<file path="src/card_adapter_pkg.sv">
// Shared constants for the card reader-punch adapter, plus its column FIFO.
// Assumes a host micro-bus on the same clock as the adapter and a
// card reader-punch whose pins are asynchronous to that clock.
//
// Overview of operation
// - Command byte loads from bus bits 0-7, readable
// - Low nibble 0000, 1000, 1100 is invalid
// - Invalid command rejects only at start-operation
// - Punch register loads bus bits 0-11
// - Raw bit selects punch lines, readable back
// - Inbound register captures column on busy rise
// - Host reads inbound converted or raw
// - Multiple low-seven bits set flags data check, except in raw mode
// - Selected read of a used row drives bus, otherwise undriven
// - Status and sense words report listed conditions
// - Write rows decode into seven actions
// - Unused rows set command reject
// - Start while ready sets running; halt clears
// - Idle adapter: only attention, no transfers
// - Valid ready start sets card advance
// - Card advance clears on idle or pass end
// - Busy strobe sets host request and occupied
// - Inbound read or clear-status clears occupied
// - Busy while occupied sets loss, no load
// - Not-ready start rejects; reject blocks feed
// - Service request on attention, or events

package card_adapter_pkg;

	// ==========================================================
	// Host access
	localparam logic [3:0] ADAPTER_COLUMN     = 4'h3;
	localparam logic [2:0] RD_ROW_INBOUND     = 3'h0;
	localparam logic [2:0] RD_ROW_PUNCH       = 3'h1;
	localparam logic [2:0] RD_ROW_COMMAND     = 3'h2;
	localparam logic [2:0] RD_ROW_STATUS      = 3'h3;
	localparam logic [2:0] RD_ROW_SENSE       = 3'h4;
	localparam logic [2:0] WR_ROW_LOAD_IN     = 3'h0;
	localparam logic [2:0] WR_ROW_LOAD_CMD    = 3'h1;
	localparam logic [2:0] WR_ROW_LOAD_PUNCH  = 3'h2;
	localparam logic [2:0] WR_ROW_START       = 3'h3;
	localparam logic [2:0] WR_ROW_HALT        = 3'h4;
	localparam logic [2:0] WR_ROW_CLEAR       = 3'h5;
	localparam logic [2:0] WR_ROW_RESET_DEV   = 3'h6;

	// ==========================================================
	// Command byte fields and reset values
	localparam int         CMD_RAW_BIT        = 4;
	localparam logic [3:0] OP_INVALID_A       = 4'h0;
	localparam logic [3:0] OP_INVALID_B       = 4'h8;
	localparam logic [3:0] OP_INVALID_C       = 4'hC;
	localparam logic [7:0] COMMAND_RESET      = 8'h00;
	localparam logic [11:0] COLUMN_RESET      = 12'h000;

	// ==========================================================
	// Status word bit positions
	localparam int ST_ATTENTION   = 4;
	localparam int ST_BUSY        = 3;
	localparam int ST_DEVICE_END  = 2;
	localparam int ST_UNIT_CHECK  = 1;
	localparam int ST_REQUEST_IN  = 0;

	// Sense word bit positions
	localparam int SN_REJECT      = 6;
	localparam int SN_INTERVENE   = 5;
	localparam int SN_DATA_CHECK  = 4;
	localparam int SN_LOSS        = 3;
	localparam int SN_NOT_READY   = 2;
	localparam int SN_DEV_STATUS  = 1;
	localparam int SN_HOST_REQ    = 0;

	// ==========================================================
	// Column buffering
	localparam int COLUMN_WIDTH   = 12;
	localparam int FIFO_DEPTH     = 16;

endpackage

</file>
<file path="src/column_fifo.sv">
// Column FIFO: flip-flop storage with valid/ready on both sides.
// Assumes one clock and asynchronous active-low reset.
`timescale 1ns/10ps

module column_fifo
#(
	parameter int WIDTH = 12,
	parameter int DEPTH = 16
)
(
	input  wire logic             i_clock,
	input  wire logic             i_nrst,
	input  wire logic             i_in_valid,
	output logic                  o_in_ready,
	input  wire logic [WIDTH-1:0] i_in_data,
	output logic                  o_out_valid,
	input  wire logic             i_out_ready,
	output logic      [WIDTH-1:0] o_out_data
);
	localparam int AW = $clog2(DEPTH);

	logic [WIDTH-1:0] mem_reg [DEPTH];
	logic [AW-1:0]    wr_ptr_reg;
	logic [AW-1:0]    rd_ptr_reg;
	logic [AW:0]      count_reg;
	logic             push;
	logic             pop;

	assign o_in_ready  = (count_reg != (AW+1)'(DEPTH));
	assign o_out_valid = (count_reg != '0);
	assign o_out_data  = mem_reg[rd_ptr_reg];
	assign push        = i_in_valid && o_in_ready;
	assign pop         = o_out_valid && i_out_ready;

	always_ff @(posedge i_clock)
	begin
		if (push)
			mem_reg[wr_ptr_reg] <= i_in_data;
	end

	always_ff @(posedge i_clock or negedge i_nrst)
	begin
		if (!i_nrst)
		begin
			wr_ptr_reg <= '0;
			rd_ptr_reg <= '0;
			count_reg  <= '0;
		end
		else
		begin
			if (push)
				wr_ptr_reg <= (wr_ptr_reg == AW'(DEPTH-1)) ? '0
					: wr_ptr_reg + 1'b1;
			if (pop)
				rd_ptr_reg <= (rd_ptr_reg == AW'(DEPTH-1)) ? '0
					: rd_ptr_reg + 1'b1;
			if (push && !pop)
				count_reg <= count_reg + 1'b1;
			else if (pop && !push)
				count_reg <= count_reg - 1'b1;
		end
	end

endmodule

</file>
<file path="src/card_adapter.sv">
// Card reader-punch adapter: host register decode, flags, peripheral link.
// Assumes host strobes on i_clock; peripheral pins asynchronous.
`timescale 1ns/10ps

module card_adapter
#(
	parameter logic [3:0] COLUMN = card_adapter_pkg::ADAPTER_COLUMN
)
(
	input  wire logic        i_clock,
	input  wire logic        i_nrst,
	input  wire logic [3:0]  i_column_addr,
	input  wire logic [2:0]  i_row_addr,
	input  wire logic        i_read,
	input  wire logic        i_write,
	input  wire logic [15:0] i_bus_data,
	output logic      [15:0] o_bus_data,
	output logic             o_bus_oe,
	output logic             o_service_request,
	input  wire logic [11:0] i_card_data,
	input  wire logic        i_busy,
	input  wire logic        i_card_pass_complete,
	input  wire logic        i_ready,
	input  wire logic        i_status_line,
	input  wire logic        i_error_strobe,
	output logic             o_feed_command,
	output logic      [11:0] o_punch_data
);
	import card_adapter_pkg::*;

	// ==========================================================
	// Pin synchronisers: 3 stages, level accepted when 2 and 3 agree
	localparam int NPIN = 5;
	localparam int P_BUSY = 4;
	localparam int P_PASS = 3;
	localparam int P_READY = 2;
	localparam int P_STAT = 1;
	localparam int P_ERR = 0;

	logic [NPIN-1:0] pins;
	logic [NPIN-1:0] s1_reg;
	logic [NPIN-1:0] s2_reg;
	logic [NPIN-1:0] s3_reg;
	logic [NPIN-1:0] lvl_reg;
	logic [NPIN-1:0] lvl_prev_reg;
	logic [11:0]     card_s1_reg;
	logic [11:0]     card_s2_reg;
	logic [11:0]     card_s3_reg;
	logic [NPIN-1:0] rise;
	logic [NPIN-1:0] fall;

	assign pins = {i_busy, i_card_pass_complete, i_ready,
		i_status_line, i_error_strobe};

	always_ff @(posedge i_clock or negedge i_nrst)
	begin
		if (!i_nrst)
		begin
			s1_reg       <= '0;
			s2_reg       <= '0;
			s3_reg       <= '0;
			lvl_reg      <= '0;
			lvl_prev_reg <= '0;
			card_s1_reg  <= COLUMN_RESET;
			card_s2_reg  <= COLUMN_RESET;
			card_s3_reg  <= COLUMN_RESET;
		end
		else
		begin
			s1_reg       <= pins;
			s2_reg       <= s1_reg;
			s3_reg       <= s2_reg;
			lvl_prev_reg <= lvl_reg;
			card_s1_reg  <= i_card_data;
			card_s2_reg  <= card_s1_reg;
			card_s3_reg  <= card_s2_reg;
			for (int i = 0; i < NPIN; i++)
				if (s2_reg[i] == s3_reg[i])
					lvl_reg[i] <= s3_reg[i];
		end
	end

	assign rise = lvl_reg & ~lvl_prev_reg;
	assign fall = ~lvl_reg & lvl_prev_reg;

	// ==========================================================
	// Host decode
	logic sel;
	logic rd;
	logic wr;
	logic ld_in;
	logic ld_cmd;
	logic ld_punch;
	logic start_op;
	logic halt_op;
	logic clear_st;
	logic reset_dev;
	logic rd_inbound;
	logic illegal;

	assign sel        = (i_column_addr == COLUMN);
	assign rd         = sel && i_read;
	assign wr         = sel && i_write && !i_read;
	assign ld_in      = wr && (i_row_addr == WR_ROW_LOAD_IN);
	assign ld_cmd     = wr && (i_row_addr == WR_ROW_LOAD_CMD);
	assign ld_punch   = wr && (i_row_addr == WR_ROW_LOAD_PUNCH);
	assign start_op   = wr && (i_row_addr == WR_ROW_START);
	assign halt_op    = wr && (i_row_addr == WR_ROW_HALT);
	assign clear_st   = wr && (i_row_addr == WR_ROW_CLEAR);
	assign reset_dev  = wr && (i_row_addr == WR_ROW_RESET_DEV);
	assign rd_inbound = rd && (i_row_addr == RD_ROW_INBOUND);
	assign illegal    = (wr && (i_row_addr > WR_ROW_RESET_DEV))
		|| (rd && (i_row_addr > RD_ROW_SENSE));

	// ==========================================================
	// Registers
	logic [7:0]  command_reg;
	logic [11:0] punch_reg;
	logic [11:0] inbound_reg;
	logic [11:0] punch_out_reg;
	logic        raw_mode;
	logic        invalid_cmd;
	logic        ready_latch;
	logic        fifo_in_ready;
	logic        fifo_out_valid;
	logic [11:0] fifo_out_data;
	logic        pop;
	logic        busy_take;
	logic        active_reg;
	logic        occupied_reg;

	assign raw_mode    = command_reg[CMD_RAW_BIT];
	assign invalid_cmd = (command_reg[3:0] == OP_INVALID_A)
		|| (command_reg[3:0] == OP_INVALID_B)
		|| (command_reg[3:0] == OP_INVALID_C);
	assign ready_latch = lvl_reg[P_READY] && lvl_reg[P_STAT];

	// Byte to card rows: [11:9] zones 12/11/0, [8:0] digit rows 1..9.
	// Compact code, not a full table; raw mode bypasses it.
	function automatic logic [11:0] byte_to_card(input logic [7:0] b);
		logic [11:0] c;
		c = {b[6:4], 9'h000};
		if ((b[3:0] != 4'h0) && (b[3:0] <= 4'h9))
			c[4'h9 - b[3:0]] = 1'b1;
		return c;
	endfunction

	function automatic logic [7:0] card_to_byte(input logic [11:0] c);
		logic [3:0] d;
		d = 4'h0;
		for (int i = 8; i >= 0; i--)
			if (c[i])
				d = 4'(9 - i);
		return {1'b0, c[11:9], d};
	endfunction

	// x & (x-1) is nonzero exactly when two or more bits are set
	function automatic logic multi_set(input logic [6:0] x);
		return (x & (x - 7'h01)) != 7'h00;
	endfunction

	always_ff @(posedge i_clock or negedge i_nrst)
	begin
		if (!i_nrst)
			command_reg <= COMMAND_RESET;
		else if (ld_cmd)
			command_reg <= i_bus_data[7:0];
	end

	always_ff @(posedge i_clock or negedge i_nrst)
	begin
		if (!i_nrst)
		begin
			punch_reg     <= COLUMN_RESET;
			punch_out_reg <= COLUMN_RESET;
		end
		else
		begin
			if (ld_punch)
				punch_reg <= i_bus_data[11:0];
			punch_out_reg <= raw_mode ? punch_reg
				: byte_to_card(punch_reg[7:0]);
		end
	end

	// Captured columns wait in the FIFO; the inbound register takes
	// the next one only once the host has emptied it.
	assign busy_take = rise[P_BUSY] && !occupied_reg && active_reg
		&& fifo_in_ready;
	assign pop = fifo_out_valid && !occupied_reg && !ld_in;

	column_fifo
	#(
		.WIDTH (COLUMN_WIDTH),
		.DEPTH (FIFO_DEPTH)
	)
	u_fifo
	(
		.i_clock     (i_clock),
		.i_nrst      (i_nrst),
		.i_in_valid  (busy_take),
		.o_in_ready  (fifo_in_ready),
		.i_in_data   (card_s3_reg),
		.o_out_valid (fifo_out_valid),
		.i_out_ready (!occupied_reg && !ld_in),
		.o_out_data  (fifo_out_data)
	);

	always_ff @(posedge i_clock or negedge i_nrst)
	begin
		if (!i_nrst)
			inbound_reg <= COLUMN_RESET;
		else if (ld_in)
			inbound_reg <= i_bus_data[11:0];
		else if (pop)
			inbound_reg <= fifo_out_data;
	end

	// ==========================================================
	// Operation flags
	logic feed_reg;
	logic card_busy_reg;
	logic host_req_reg;
	logic loss_reg;
	logic reject_reg;
	logic attention_reg;
	logic dev_end_reg;
	logic data_check_reg;
	logic ready_prev_reg;
	logic ready_rise;

	assign ready_rise = ready_latch && !ready_prev_reg;

	always_ff @(posedge i_clock or negedge i_nrst)
	begin
		if (!i_nrst)
		begin
			active_reg    <= 1'b0;
			feed_reg      <= 1'b0;
			card_busy_reg <= 1'b0;
		end
		else
		begin
			if (halt_op || reset_dev)
				active_reg <= 1'b0;
			else if (start_op && ready_latch)
				active_reg <= 1'b1;
			if (start_op && ready_latch && !invalid_cmd && !reject_reg)
				feed_reg <= 1'b1;
			else if (!active_reg || fall[P_PASS])
				feed_reg <= 1'b0;
			if (start_op && ready_latch && !invalid_cmd && !reject_reg)
				card_busy_reg <= 1'b1;
			else if (!active_reg || rise[P_PASS])
				card_busy_reg <= 1'b0;
		end
	end

	// Sticky flags: a set in the same cycle as a clear wins
	always_ff @(posedge i_clock or negedge i_nrst)
	begin
		if (!i_nrst)
		begin
			occupied_reg   <= 1'b0;
			host_req_reg   <= 1'b0;
			loss_reg       <= 1'b0;
			reject_reg     <= 1'b0;
			attention_reg  <= 1'b0;
			dev_end_reg    <= 1'b0;
			data_check_reg <= 1'b0;
			ready_prev_reg <= 1'b0;
		end
		else
		begin
			ready_prev_reg <= ready_latch;
			if (clear_st || reset_dev)
			begin
				loss_reg       <= 1'b0;
				reject_reg     <= 1'b0;
				attention_reg  <= 1'b0;
				dev_end_reg    <= 1'b0;
				data_check_reg <= 1'b0;
			end
			if (rd_inbound || clear_st || reset_dev)
				occupied_reg <= 1'b0;
			if (rd_inbound || ld_punch || clear_st || reset_dev)
				host_req_reg <= 1'b0;
			if (pop)
				occupied_reg <= 1'b1;
			if ((busy_take || (fall[P_PASS] && active_reg))
				&& !reject_reg)
				host_req_reg <= 1'b1;
			if (rise[P_BUSY] && occupied_reg && active_reg)
				loss_reg <= 1'b1;
			if (illegal || (start_op && (invalid_cmd || !ready_latch)))
				reject_reg <= 1'b1;
			if (ready_rise)
				attention_reg <= 1'b1;
			if (ready_rise || rise[P_PASS])
				dev_end_reg <= 1'b1;
			if (rise[P_ERR] || (pop && !raw_mode
				&& multi_set(fifo_out_data[6:0])))
				data_check_reg <= 1'b1;
		end
	end

	// ==========================================================
	// Host read path and service request
	logic [15:0] read_mux;
	logic [15:0] status_word;
	logic [15:0] sense_word;
	logic        unit_check;
	logic        service_next;
	logic [15:0] bus_data_reg;
	logic        bus_oe_reg;
	logic        service_reg;

	assign unit_check = reject_reg || data_check_reg || loss_reg
		|| !ready_latch;
	assign service_next = attention_reg || (active_reg
		&& (host_req_reg || dev_end_reg || loss_reg || reject_reg
		|| data_check_reg || !ready_latch));

	always_comb
	begin
		status_word                = 16'h0000;
		status_word[ST_ATTENTION]  = attention_reg;
		status_word[ST_BUSY]       = card_busy_reg;
		status_word[ST_DEVICE_END] = dev_end_reg;
		status_word[ST_UNIT_CHECK] = unit_check;
		status_word[ST_REQUEST_IN] = service_reg;
		sense_word                 = 16'h0000;
		sense_word[SN_REJECT]      = reject_reg;
		sense_word[SN_INTERVENE]   = !ready_latch;
		sense_word[SN_DATA_CHECK]  = data_check_reg;
		sense_word[SN_LOSS]        = loss_reg;
		sense_word[SN_NOT_READY]   = !lvl_reg[P_READY];
		sense_word[SN_DEV_STATUS]  = lvl_reg[P_STAT];
		sense_word[SN_HOST_REQ]    = host_req_reg;
		case (i_row_addr)
			RD_ROW_INBOUND:
				read_mux = raw_mode ? {4'h0, inbound_reg}
					: {8'h00, card_to_byte(inbound_reg)};
			RD_ROW_PUNCH:   read_mux = {4'h0, punch_out_reg};
			RD_ROW_COMMAND: read_mux = {8'h00, command_reg};
			RD_ROW_STATUS:  read_mux = status_word;
			RD_ROW_SENSE:   read_mux = sense_word;
			default:        read_mux = 16'h0000;
		endcase
	end

	always_ff @(posedge i_clock or negedge i_nrst)
	begin
		if (!i_nrst)
		begin
			bus_data_reg <= 16'h0000;
			bus_oe_reg   <= 1'b0;
			service_reg  <= 1'b0;
		end
		else
		begin
			bus_oe_reg   <= rd && !illegal;
			bus_data_reg <= rd ? read_mux : 16'h0000;
			service_reg  <= service_next;
		end
	end

	assign o_bus_data        = bus_data_reg;
	assign o_bus_oe          = bus_oe_reg;
	assign o_service_request = service_reg;
	assign o_feed_command    = feed_reg;
	assign o_punch_data      = punch_out_reg;
endmodule

</file>
<file path="config.mk">
export PLATFORM = sky130hd
export DESIGN_NAME = card_adapter
export DESIGN_NICKNAME = d
export VERILOG_FILES = /design/src/card_adapter_pkg.sv /design/src/column_fifo.sv /design/src/card_adapter.sv
export SDC_FILE = /design/constraint.sdc
export NUM_CORES = 1
export LEC_CHECK = 0
export CAP_MARGIN = 20
export CORE_MARGIN = 10
export CORE_UTILIZATION = 30
export DETAILED_ROUTE_END_ITERATION = 10
export DONT_BUFFER_PORTS = 1
export HOLD_SLACK_MARGIN = 0.15
export PLACE_DENSITY_LB_ADDON = 0.25
export SYNTH_ARGS = -nofsm -noshare
export SYNTH_HDL_FRONTEND = slang
export SYNTH_HIERARCHICAL = 1
export SYNTH_SLANG_ARGS = --single-unit
</file>
<file path="constraint.sdc">
create_clock -name i_clock -period 5.1 [get_ports i_clock]
set_input_delay 1.53 -clock i_clock [delete_from_list [all_inputs] [get_ports i_clock]]
set_output_delay 1.53 -clock i_clock [all_outputs]
set_load 0.1 [all_outputs]
</file>
[Yosys cells after proc, flatten, opt, wreduce, memory -nomap -nowiden]
Memory sizes are Yosys's and may differ from the RTL's.
Cells that the tools add are included.
Cells by class
  $mul: 0
  $add $sub $neg: 6
  mux-type cells: 40
  reduce and logical (&&, ||, !) cells: 95
  order comparisons: 5
  equality and inequality tests: 17
  divide/modulo/power cells: 0
  bitwise logic cells: 6
  shift operators: 0
Operator list (count)
  two-way mux 12 bit: 5
  case mux 12 bit (5 select lines): 1
  two-way mux 4 bit: 10
  logical AND 1 bit: 39
  logical OR 1 bit: 26
  nonzero test 2 bit: 12
  two-way mux 1 bit: 20
  equality test 4 bit, second input constant: 4
  two-way mux 16 bit: 1
  zero test 1 bit: 13
  OR 12 bit: 1
  two-way mux 5 bit: 2
  equality test 3 bit, second input constant: 3
  adder 4 x 1 -> 4 bit, second input constant: 2
  bitwise AND 7 bit: 1
  nonzero test 7 bit: 1
  subtractor 7 x 1 -> 7 bit, second input constant: 1
  equality test 3 x 2 -> 1 bit, second input constant: 2
  greater-than comparator 3 bit, second input constant: 2
  adder 5 x 1 -> 5 bit, second input constant: 1
  bitwise AND 5 bit: 1
  equality test 1 bit: 5
  < comparator 4 x 5 -> 1 bit, second input constant: 1
  inequality test 5 bit, second input constant: 1
  other kinds (14): 14
Storage, ports and cells
  register bits after elaboration: 147
  memories: 1
  input bits: 44
  bits in writable memories: 192
  bits in latches: 0
  bits in read-only memories: 0
Memory list
  u_fifo.mem_reg: words 16, width 12, read ports 1, clocked after Yosys merged registers in 0, write ports 1, RTL line column_fifo.sv:22  | logic [WIDTH-1:0] mem_reg [DEPTH];

[Depth between registers and ports, before layout]
Gate-level depths: netlist of the first run.
  depth after elaboration: 12
  mapped depth: 12
  gate-level depth less buffers: 11

[Modules after synthesis]
The synthesis of the first run kept the hierarchy.
Modules (own cells, without submodules)
  column_fifo: instances 1, area each 8299.2 um2, cells an instance 418
  card_adapter: instances 1, area each 5012.3 um2, cells an instance 392

[Worst setup path after synthesis of the first run]
OpenSTA, ideal clock, no wires.
  kind: input-to-reg
  from: in i_column_addr[2]
  to: reg u_fifo.count_reg[4]
  buffers on the path: 1
  data arrival time: 3780 ps
  data required time: 5020 ps
  setup slack: 1240 ps
  stages on the path: 12
  path through: and4bb_2 -> buf_4 -> and2_1 -> a21oi_1 -> o21ai_4 -> ha_1 -> inv_1 -> ha_1 -> a21o_1 -> a21oi_1 -> mux2i_1 -> xnor2_1
Between the ends
  longest elaborated chain between the ends: 10
  elaborated cells on any way between the ends: 12
  those cells by class: eq/ne: 1; mux: 1; reduce/logical: 10
Ends and longest elaborated chain
  start: declaration: RTL line card_adapter.sv:12  | input wire logic [3:0] i_column_addr,
  equality test 4 x 2 -> 1 bit *: RTL line card_adapter.sv:101  | assign sel = (i_column_addr == COLUMN);
  logical AND 1 bit * (2 in series): RTL line card_adapter.sv:103  | assign wr = sel && i_write && !i_read;
  logical AND 1 bit *: RTL line card_adapter.sv:104  | assign ld_in = wr && (i_row_addr == WR_ROW_LOAD_IN);
  zero test 1 bit *: RTL line card_adapter.sv:205  | .i_out_ready (!occupied_reg && !ld_in),
  logical AND 1 bit *: RTL line card_adapter.sv:205
  logical AND 1 bit *: RTL line column_fifo.sv:33  | assign pop = o_out_valid && i_out_ready;
  zero test 1 bit: RTL line column_fifo.sv:57  | if (push && !pop)
  logical AND 1 bit: RTL line column_fifo.sv:57
  two-way mux 5 bit or nonzero test 2 bit (tied branches)
  end signal: assignment: RTL line column_fifo.sv:58  | count_reg <= count_reg + 1'b1;
  end signal: assignment: RTL line column_fifo.sv:60  | count_reg <= count_reg - 1'b1;
  end: declaration: RTL line column_fifo.sv:25  | logic [AW:0] count_reg;
Mark *: on every way between the ends. The rest lies on a longest branch, timed or not.
A chain may end at the register's enable or synchronous reset.

[Worst setup path in the final report of the first run]
  from: in i_write
  to: reg u_fifo.count_reg[4]
Between the ends
  longest elaborated chain between the ends: 9
  elaborated cells on any way between the ends: 11
  those cells by class: mux: 1; reduce/logical: 10
Ends and longest elaborated chain
  start: declaration: RTL line card_adapter.sv:15  | input wire logic i_write,
  logical AND 1 bit * (2 in series): RTL line card_adapter.sv:103
  logical AND 1 bit *: RTL line card_adapter.sv:104
  zero test 1 bit *: RTL line card_adapter.sv:205
  logical AND 1 bit *: RTL line card_adapter.sv:205
  logical AND 1 bit *: RTL line column_fifo.sv:33
  zero test 1 bit: RTL line column_fifo.sv:57
  logical AND 1 bit: RTL line column_fifo.sv:57
  two-way mux 5 bit or nonzero test 2 bit (tied branches)
Marked as above.

==> metrics.txt, run 1 <==
crit path max fanout=5; MaxCap Viol Count=0; fin crit share=69.1%; number of H-tree levels=2; Post-synth EDFFs=192; Synth Instances=810; Worst VDD drop=0.265 mV; WL met1=13300 um; Slew @ Worst Pin=968 ps; TritonRoute pass-1 iters=5; Initial Util=30.2%; CTS Sinks=333; Yosys reg bits=333; Skew-Pair Late Insertion Delay=520 ps; layout cell share with drive strength beyond 1=16.9%; Clock Skews=17.5 ps; RR Endpoint=data_check_reg; Cells after DPL=1376; Seq/Total Area, Yosys=69.8%; synth unique cells=72; Port Buffers=0; RSZ-0062 raised after global routing=false; max layer used=met4; critical-path cell list=nor2b_1, and2_1, a21oi_1, o21ai_4, ha_1, inv_1, fa_1, a21o_1, a21oi_1, mux2i_1, xnor2_1; # setup viols final=0; nature of the critical path startpoint=input port; final instance area=15300 sq um; diode count=0; most frequent cell after synthesis=edfxtp_1; Core ar.=44000 sq um; nets@finish=881; most frequent cells after synthesis=edfxtp_1, dfrtp_1, mux2i_1; Chip Height=231 um; P&R area growth vs syn=14.7%; r2r setup slk=1940 ps; CTS-repair resized insts=0; routed length on met2=13000 um; Reg2Reg Depth=8; Post-Syn Area per Cell=16.4 sq um; Pwr Density=491 nW/um^2; Total Power=7.50 mW; DIE WIDTH=231 um; cell mode on critical path=a21oi_1; post-DP HPWL=18300 um; Placed Instance Area=13900 sq um; max reg flops=192; Critical Path Start=i_write; CP endpoint=u_fifo/count_reg[4]; number of hold buffers added after cts=0; Rel. slew slack=35.5%; register clock-pin slew on the reported worst setup and hold paths=60 ps; largest net degree at the start of global routing=142; share of the synthesized area in the top cell type=43.3%; # rows=77; clock root buffer=clkbuf_16; met3 routed WL=1630 um; FF-to-FF Start=u_fifo/rd_ptr_reg[0]; post-synth top area cell=edfxtp_1; Worst EP required=5550 ps; crit path max-delay cell type=fa_1; Worst EP arrival=3970 ps; GR Util All Layers=10.6%; setup_tns=0 ps; Hold Crit Class=reg -> reg; drt initial violations=641; Synth Flop Type=edfxtp_1; critical path endpoint category=flip-flop; full die area=53200 sq um; gr ovfl total=0; CP peak stage delay=470 ps; first-pass GRT wire length=43900 um; Ys Warns=6; fin. max-slew vios=0; postcts setup bufs=0; routed vias=6869; FMAX=284 MHz; RD Place Congestion=0.820; final worst path period need=3530 ps; Synth Cell Area=13300 sq um; initial antenna violation count=0; CTS tree=built; synth top area cells=edfxtp_1, dfrtp_1, mux4_1, mux2i_1, mux4_2; status=completed; final wirelength=28500 um; I/O pin count=75; Routed WL per cell=19.7 um; Setup CP Type=in -> reg; TritonCTS Buffers=38; number of global-route vias before repair=7178; Synth async-reset ratio=42.3%; vias per cell=4.74; P_leak=5.55 nW; DRC=0; CTS Buffer Depth=3; Post-DRT Antenna Nets=0; Final Hold Fails=0; Finished Layout Cells=1448
layout make-up:
type / instances / area, sq um
inverters: 12 / 45.0
multi-input cells: 422 / 3700
clock inverters: 8 / 75.1
clock buffers: 62 / 1240
flip-flops and latches: 333 / 9300
well taps: 592 / 741
repair buffers: 19 / 183
fillers: 4242 / 28800
power by group:
group          switching, mW  internal, mW  leakage [nW]
Sequential             0.253          3.00          3.46
Clock                   1.06          1.71         0.645
Combinational          0.810         0.666          1.45
critical path: cells and delay by family:
family                   cells  cell delay [ps]
XOR/XNOR                     1              130
multiplexers                 1              240
adder cells (fa/ha/maj)      2              660
buffers and inverters        1              110
AND/OR/NAND/NOR              2              650
AO/OA/AOI/OAI                4              640
how the worst min path moves through the flow:
stage	depth (start not counted)	endpoint	startpoint
global route	0	card_s2_reg[4]	card_s1_reg[4]
global placement	0	card_s3_reg[2]	card_s2_reg[2]
detailed placement	0	card_s2_reg[6]	card_s1_reg[6]
CTS	0	card_s3_reg[2]	card_s2_reg[2]
finish	0	card_s3_reg[2]	card_s2_reg[2]
floorplan	0	card_s2_reg[0]	card_s1_reg[0]
through the flow:
step	worst slack (ps)	hold slack, ps	util [%]
global route	1390	345	34.7
detailed placement	1040	335	31.7
CTS	1590	340	34.6
global placement	1060	333	31.6
finish	1570	337	34.7
floorplan	1240	331	-
layer usage:
| metal | global-route usage, % | up-vias |
|---|---|---|
| li1 | - | 3156 |
| met1 | 14.3 | 3510 |
| met2 | 16.4 | 154 |
| met3 | 2.78 | 49 |
| met4 | 3.27 | 0 |
| met5 | 0 | - |
layout by cell type (no fill, tap or decap), types with 9 or more instances in the layout:
cell type and n:
a22oi_1 17, o21ai_0 19, a32oi_1 13, dfrtp_1 139
edfxtp_1 192, o21ai_1 12, mux2_2 23, clkbuf_16 42
mux4_1 20, mux2i_1 52, inv_1 12, buf_4 13
ha_1 10, mux4_2 17, nor2_1 46, clkbuf_8 11
a21oi_1 33, clkbuf_1 9, nand2_1 32
cells by family after synthesis:
| logic type | share of synthesized area, % |
|---|---|
| compound gates | 6.99 |
| fa+ha+maj | 1.54 |
| mux | 12.7 |
| flops | 69.8 |
| buf+inv | 2.71 |
| xor+xnor | 0.526 |
| other cells | 0.0282 |
| simple gates | 5.71 |
(Power assumes the default switching activity.)
==> run 2: changes to the inputs <==
- ABC_AREA: unset -> 1
- clock period: 5.1 -> 3.1 ns (I/O delays scaled with it)
==> run 2 against run 1 <==
Compared with the run above:
- clock-buffer cell count decreased by 8
- die area is 5.9% higher
- final area increased by 6.1%
- sequential cell count stayed put
- setup slack got worse by 1000 ps
- area after synthesis rose by 6.5%
- sequential share of layout area decreased by 3.5 points
- non-clock buffer count up 20
- clock power grew 60%
- combinational power increased by 84%
- total power up 65%
- highest routed layer unchanged
==> metrics.txt, run 2 <==
Skew-Pair Late Insertion Delay=530 ps (about the same); CP bufs+invs=3 (+2); post-DP HPWL=21800 um (+19%); CTS Buffer Depth=3 (unchanged); # setup viols final=0 (unchanged); cell mode on critical path=nand2_1; routed vias=9237 (+34%); fin util=34.8% (+0.058 points); first-pass GRT wire length=52700 um (+20%); critical-path cell list=nor2_1, nand4_1, nand4_1, inv_1, nand2_1, inv_1, ha_1, inv_1, ha_1, or2_2, nand3_1, nand2_1, nand2_1, nand2_1; status=completed; Core ar.=46700 sq um (+6.0%); fin. max-slew vios=0 (unchanged); Synth Instances=1431 (+77%); Slew @ Worst Pin=944 ps (-23.8 ps); largest net degree at the start of global routing=142 (unchanged); Total Power=12.4 mW (+65%); most frequent cells after synthesis=nand2_1, inv_1, edfxtp_1; number of global-route vias before repair=9273 (+29%); final worst path period need=2570 ps; TritonRoute pass-1 iters=5 (unchanged); layout cell share with drive strength beyond 1=8.01% (-8.9 points); vias per cell=4.41 (-7.0%); initial antenna violation count=0 (unchanged); Ys Warns=6 (unchanged); critical path endpoint category=flip-flop; nets@finish=1512 (+72%); WHS=95.6 ps (-242 ps); DRC=0 (unchanged); post-synth top area cell=edfxtp_1; max reg flops=192 (unchanged); I/O pin count=75 (unchanged); RSZ-0062 raised after global routing=false; Synth Flop Type=edfxtp_1; gr ovfl total=0 (unchanged); crit path max-delay cell type=dfrtp_1; Clock Skews=16.4 ps (-1.03 ps); Synth async-reset ratio=42.3% (unchanged); number of H-tree levels=2 (unchanged); Worst VDD drop=0.418 mV (+58%); TritonCTS Buffers=38 (unchanged); Post-Syn Area per Cell=9.90 sq um (-40%); Reg2Reg Depth=14 (+6); final wirelength=33000 um (+16%); RD Place Congestion=0.830 (+1.2%); Final Hold Fails=0 (unchanged); Setup CP Type=reg -> reg; MaxCap Viol Count=0 (unchanged); fin crit share=82.8%; Chip Height=237 um (+2.9%); full die area=56300 sq um (+5.9%); GR Util All Layers=11.7% (+1.1 points); Worst EP required=3510 ps (-2040 ps); setup_tns=0 ps (unchanged); CTS Sinks=333 (unchanged); Post-DRT Antenna Nets=0 (unchanged); Post-synth EDFFs=192 (unchanged); share of the synthesized area in the top cell type=40.7% (-2.6 points); Rel. slew slack=37.0% (+1.6 points); Pwr Density=764 nW/um^2 (+56%); DIE WIDTH=237 um (+2.9%); Port Buffers=0 (unchanged); RR Endpoint=u_fifo/count_reg[4]; synth top area cells=edfxtp_1, dfrtp_1, nand2_1, inv_1, nand3_1; # rows=79 (+2.6%); postcts setup bufs=0 (unchanged); Yosys reg bits=333 (unchanged); Hold Crit Class=in -> async; FMAX=390 MHz; Worst EP arrival=2980 ps (-990 ps); synth unique cells=44 (-39%); P_leak=7.27 nW (+31%); diode count=0 (unchanged); Routed WL per cell=15.7 um (-20%); most frequent cell after synthesis=nand2_1; FF-to-FF Start=u_fifo/count_reg[0]; register clock-pin slew on the reported worst setup and hold paths=60 ps (about the same); CTS tree=built; Initial Util=30.4% (+0.14 points); Crit path max-delay family=simple AND/OR/NAND/NOR gates; nature of the critical path startpoint=flip-flop; P&R area growth vs syn=14.4%; r2r setup slk=530 ps (-1410 ps); clock root buffer=clkbuf_16; crit path max fanout=8 (+3); Seq/Total Area, Yosys=65.6% (-4.2 points); drt initial violations=653 (+1.9%); CP peak stage delay=440 ps (-30 ps); commonest cells after routing, fill and taps aside=nand2_1, inv_1, edfxtp_1; commonest non-fill, non-tap cell in the layout=nand2_1; Synth Cell Area=14200 sq um (+6.5%)
## run 2: cell types whose count changed in the layout (fill, tap and decap cells not counted), sizes merged, moves of 8 or more
cell,change
buf,+20
nand4,+8
clkbuf,-8
o21ai,+8
a32oi,-13
mux2i,-52
mux4,-37
a22oi,-15
nand2,+424
a21oi,-14
inv,+239
nand3,+158
mux2,-23
## run 2: where the power goes
part,total [mW],switching [mW],internal [mW]
Clock,4.42,1.77,2.65
Combinational,2.72,1.81,0.912
Sequential,5.25,0.342,4.91
## run 2: cell families (layout without fill, tap and decap cells)
group / after synthesis / after routing / share of synthesized area, %
other: 1 / 4 / 0.0265
XOR/XNOR: 5 / 5 / 0.309
AO/OA/AOI/OAI: 85 / 85 / 3.63
AND/OR/NAND/NOR: 687 / 687 / 20.2
flip-flops: 333 / 333 / 65.6
buffers and inverters: 304 / 356 / 8.90
adder cells (fa/ha/maj): 16 / 16 / 1.38
## run 2: stage by stage
| stage | area, sq um | instances | worst slack [ps] |
|---|---|---|---|
| final | 16200 | 2093 | 534 |
| after global routing | 16200 | 2093 | 257 |
| after CTS | 16200 | 2093 | 497 |
| after detailed placement | 15000 | 2024 | 227 |
| after global placement | 15000 | 2024 | 206 |
| after floorplan | 14200 | 1434 | 45.5 |
## run 2: how the worst max path moves through the flow
stage | to | slack, ps | depth (start not counted) | from
after floorplan | u_fifo/count_reg[4] | 50 | 16 | i_column_addr[3]
after global placement | u_fifo/count_reg[4] | 210 | 15 | i_column_addr[3]
after detailed placement | u_fifo/count_reg[4] | 230 | 15 | i_column_addr[3]
after CTS | u_fifo/count_reg[4] | 500 | 14 | u_fifo/count_reg[0]
after global routing | u_fifo/count_reg[4] | 260 | 14 | u_fifo/count_reg[0]
final | u_fifo/count_reg[4] | 530 | 14 | u_fifo/count_reg[0]
## run 2: layer usage
layer | up-vias | share of wire, % | GRT usage [%]
met1 | 4375 | 46 | 15.3
met5 | - | 0 | 0
met2 | 200 | 47 | 19.3
met3 | 48 | 4.2 | 2.01
li1 | 4614 | - | -
met4 | 0 | 2.5 | 4.18
## run 2: area by class of cell
type                            count  area [sq um]
Tap cell                          607           759
Fill cell                        4647         30400
Clock buffer                       54          1140
Multi-Input combinational cell    797          3630
Clock inverter                     15           115
Sequential cell                   333          9300
Inverter                          248           933
Timing Repair Buffer               39           343
## run 2: timing repair
item                                    4_1_cts  5_1_grt
endpoints found under the hold margin       141      141
endpoints found under the setup margin        0        0
gates resized for setup                       0        0
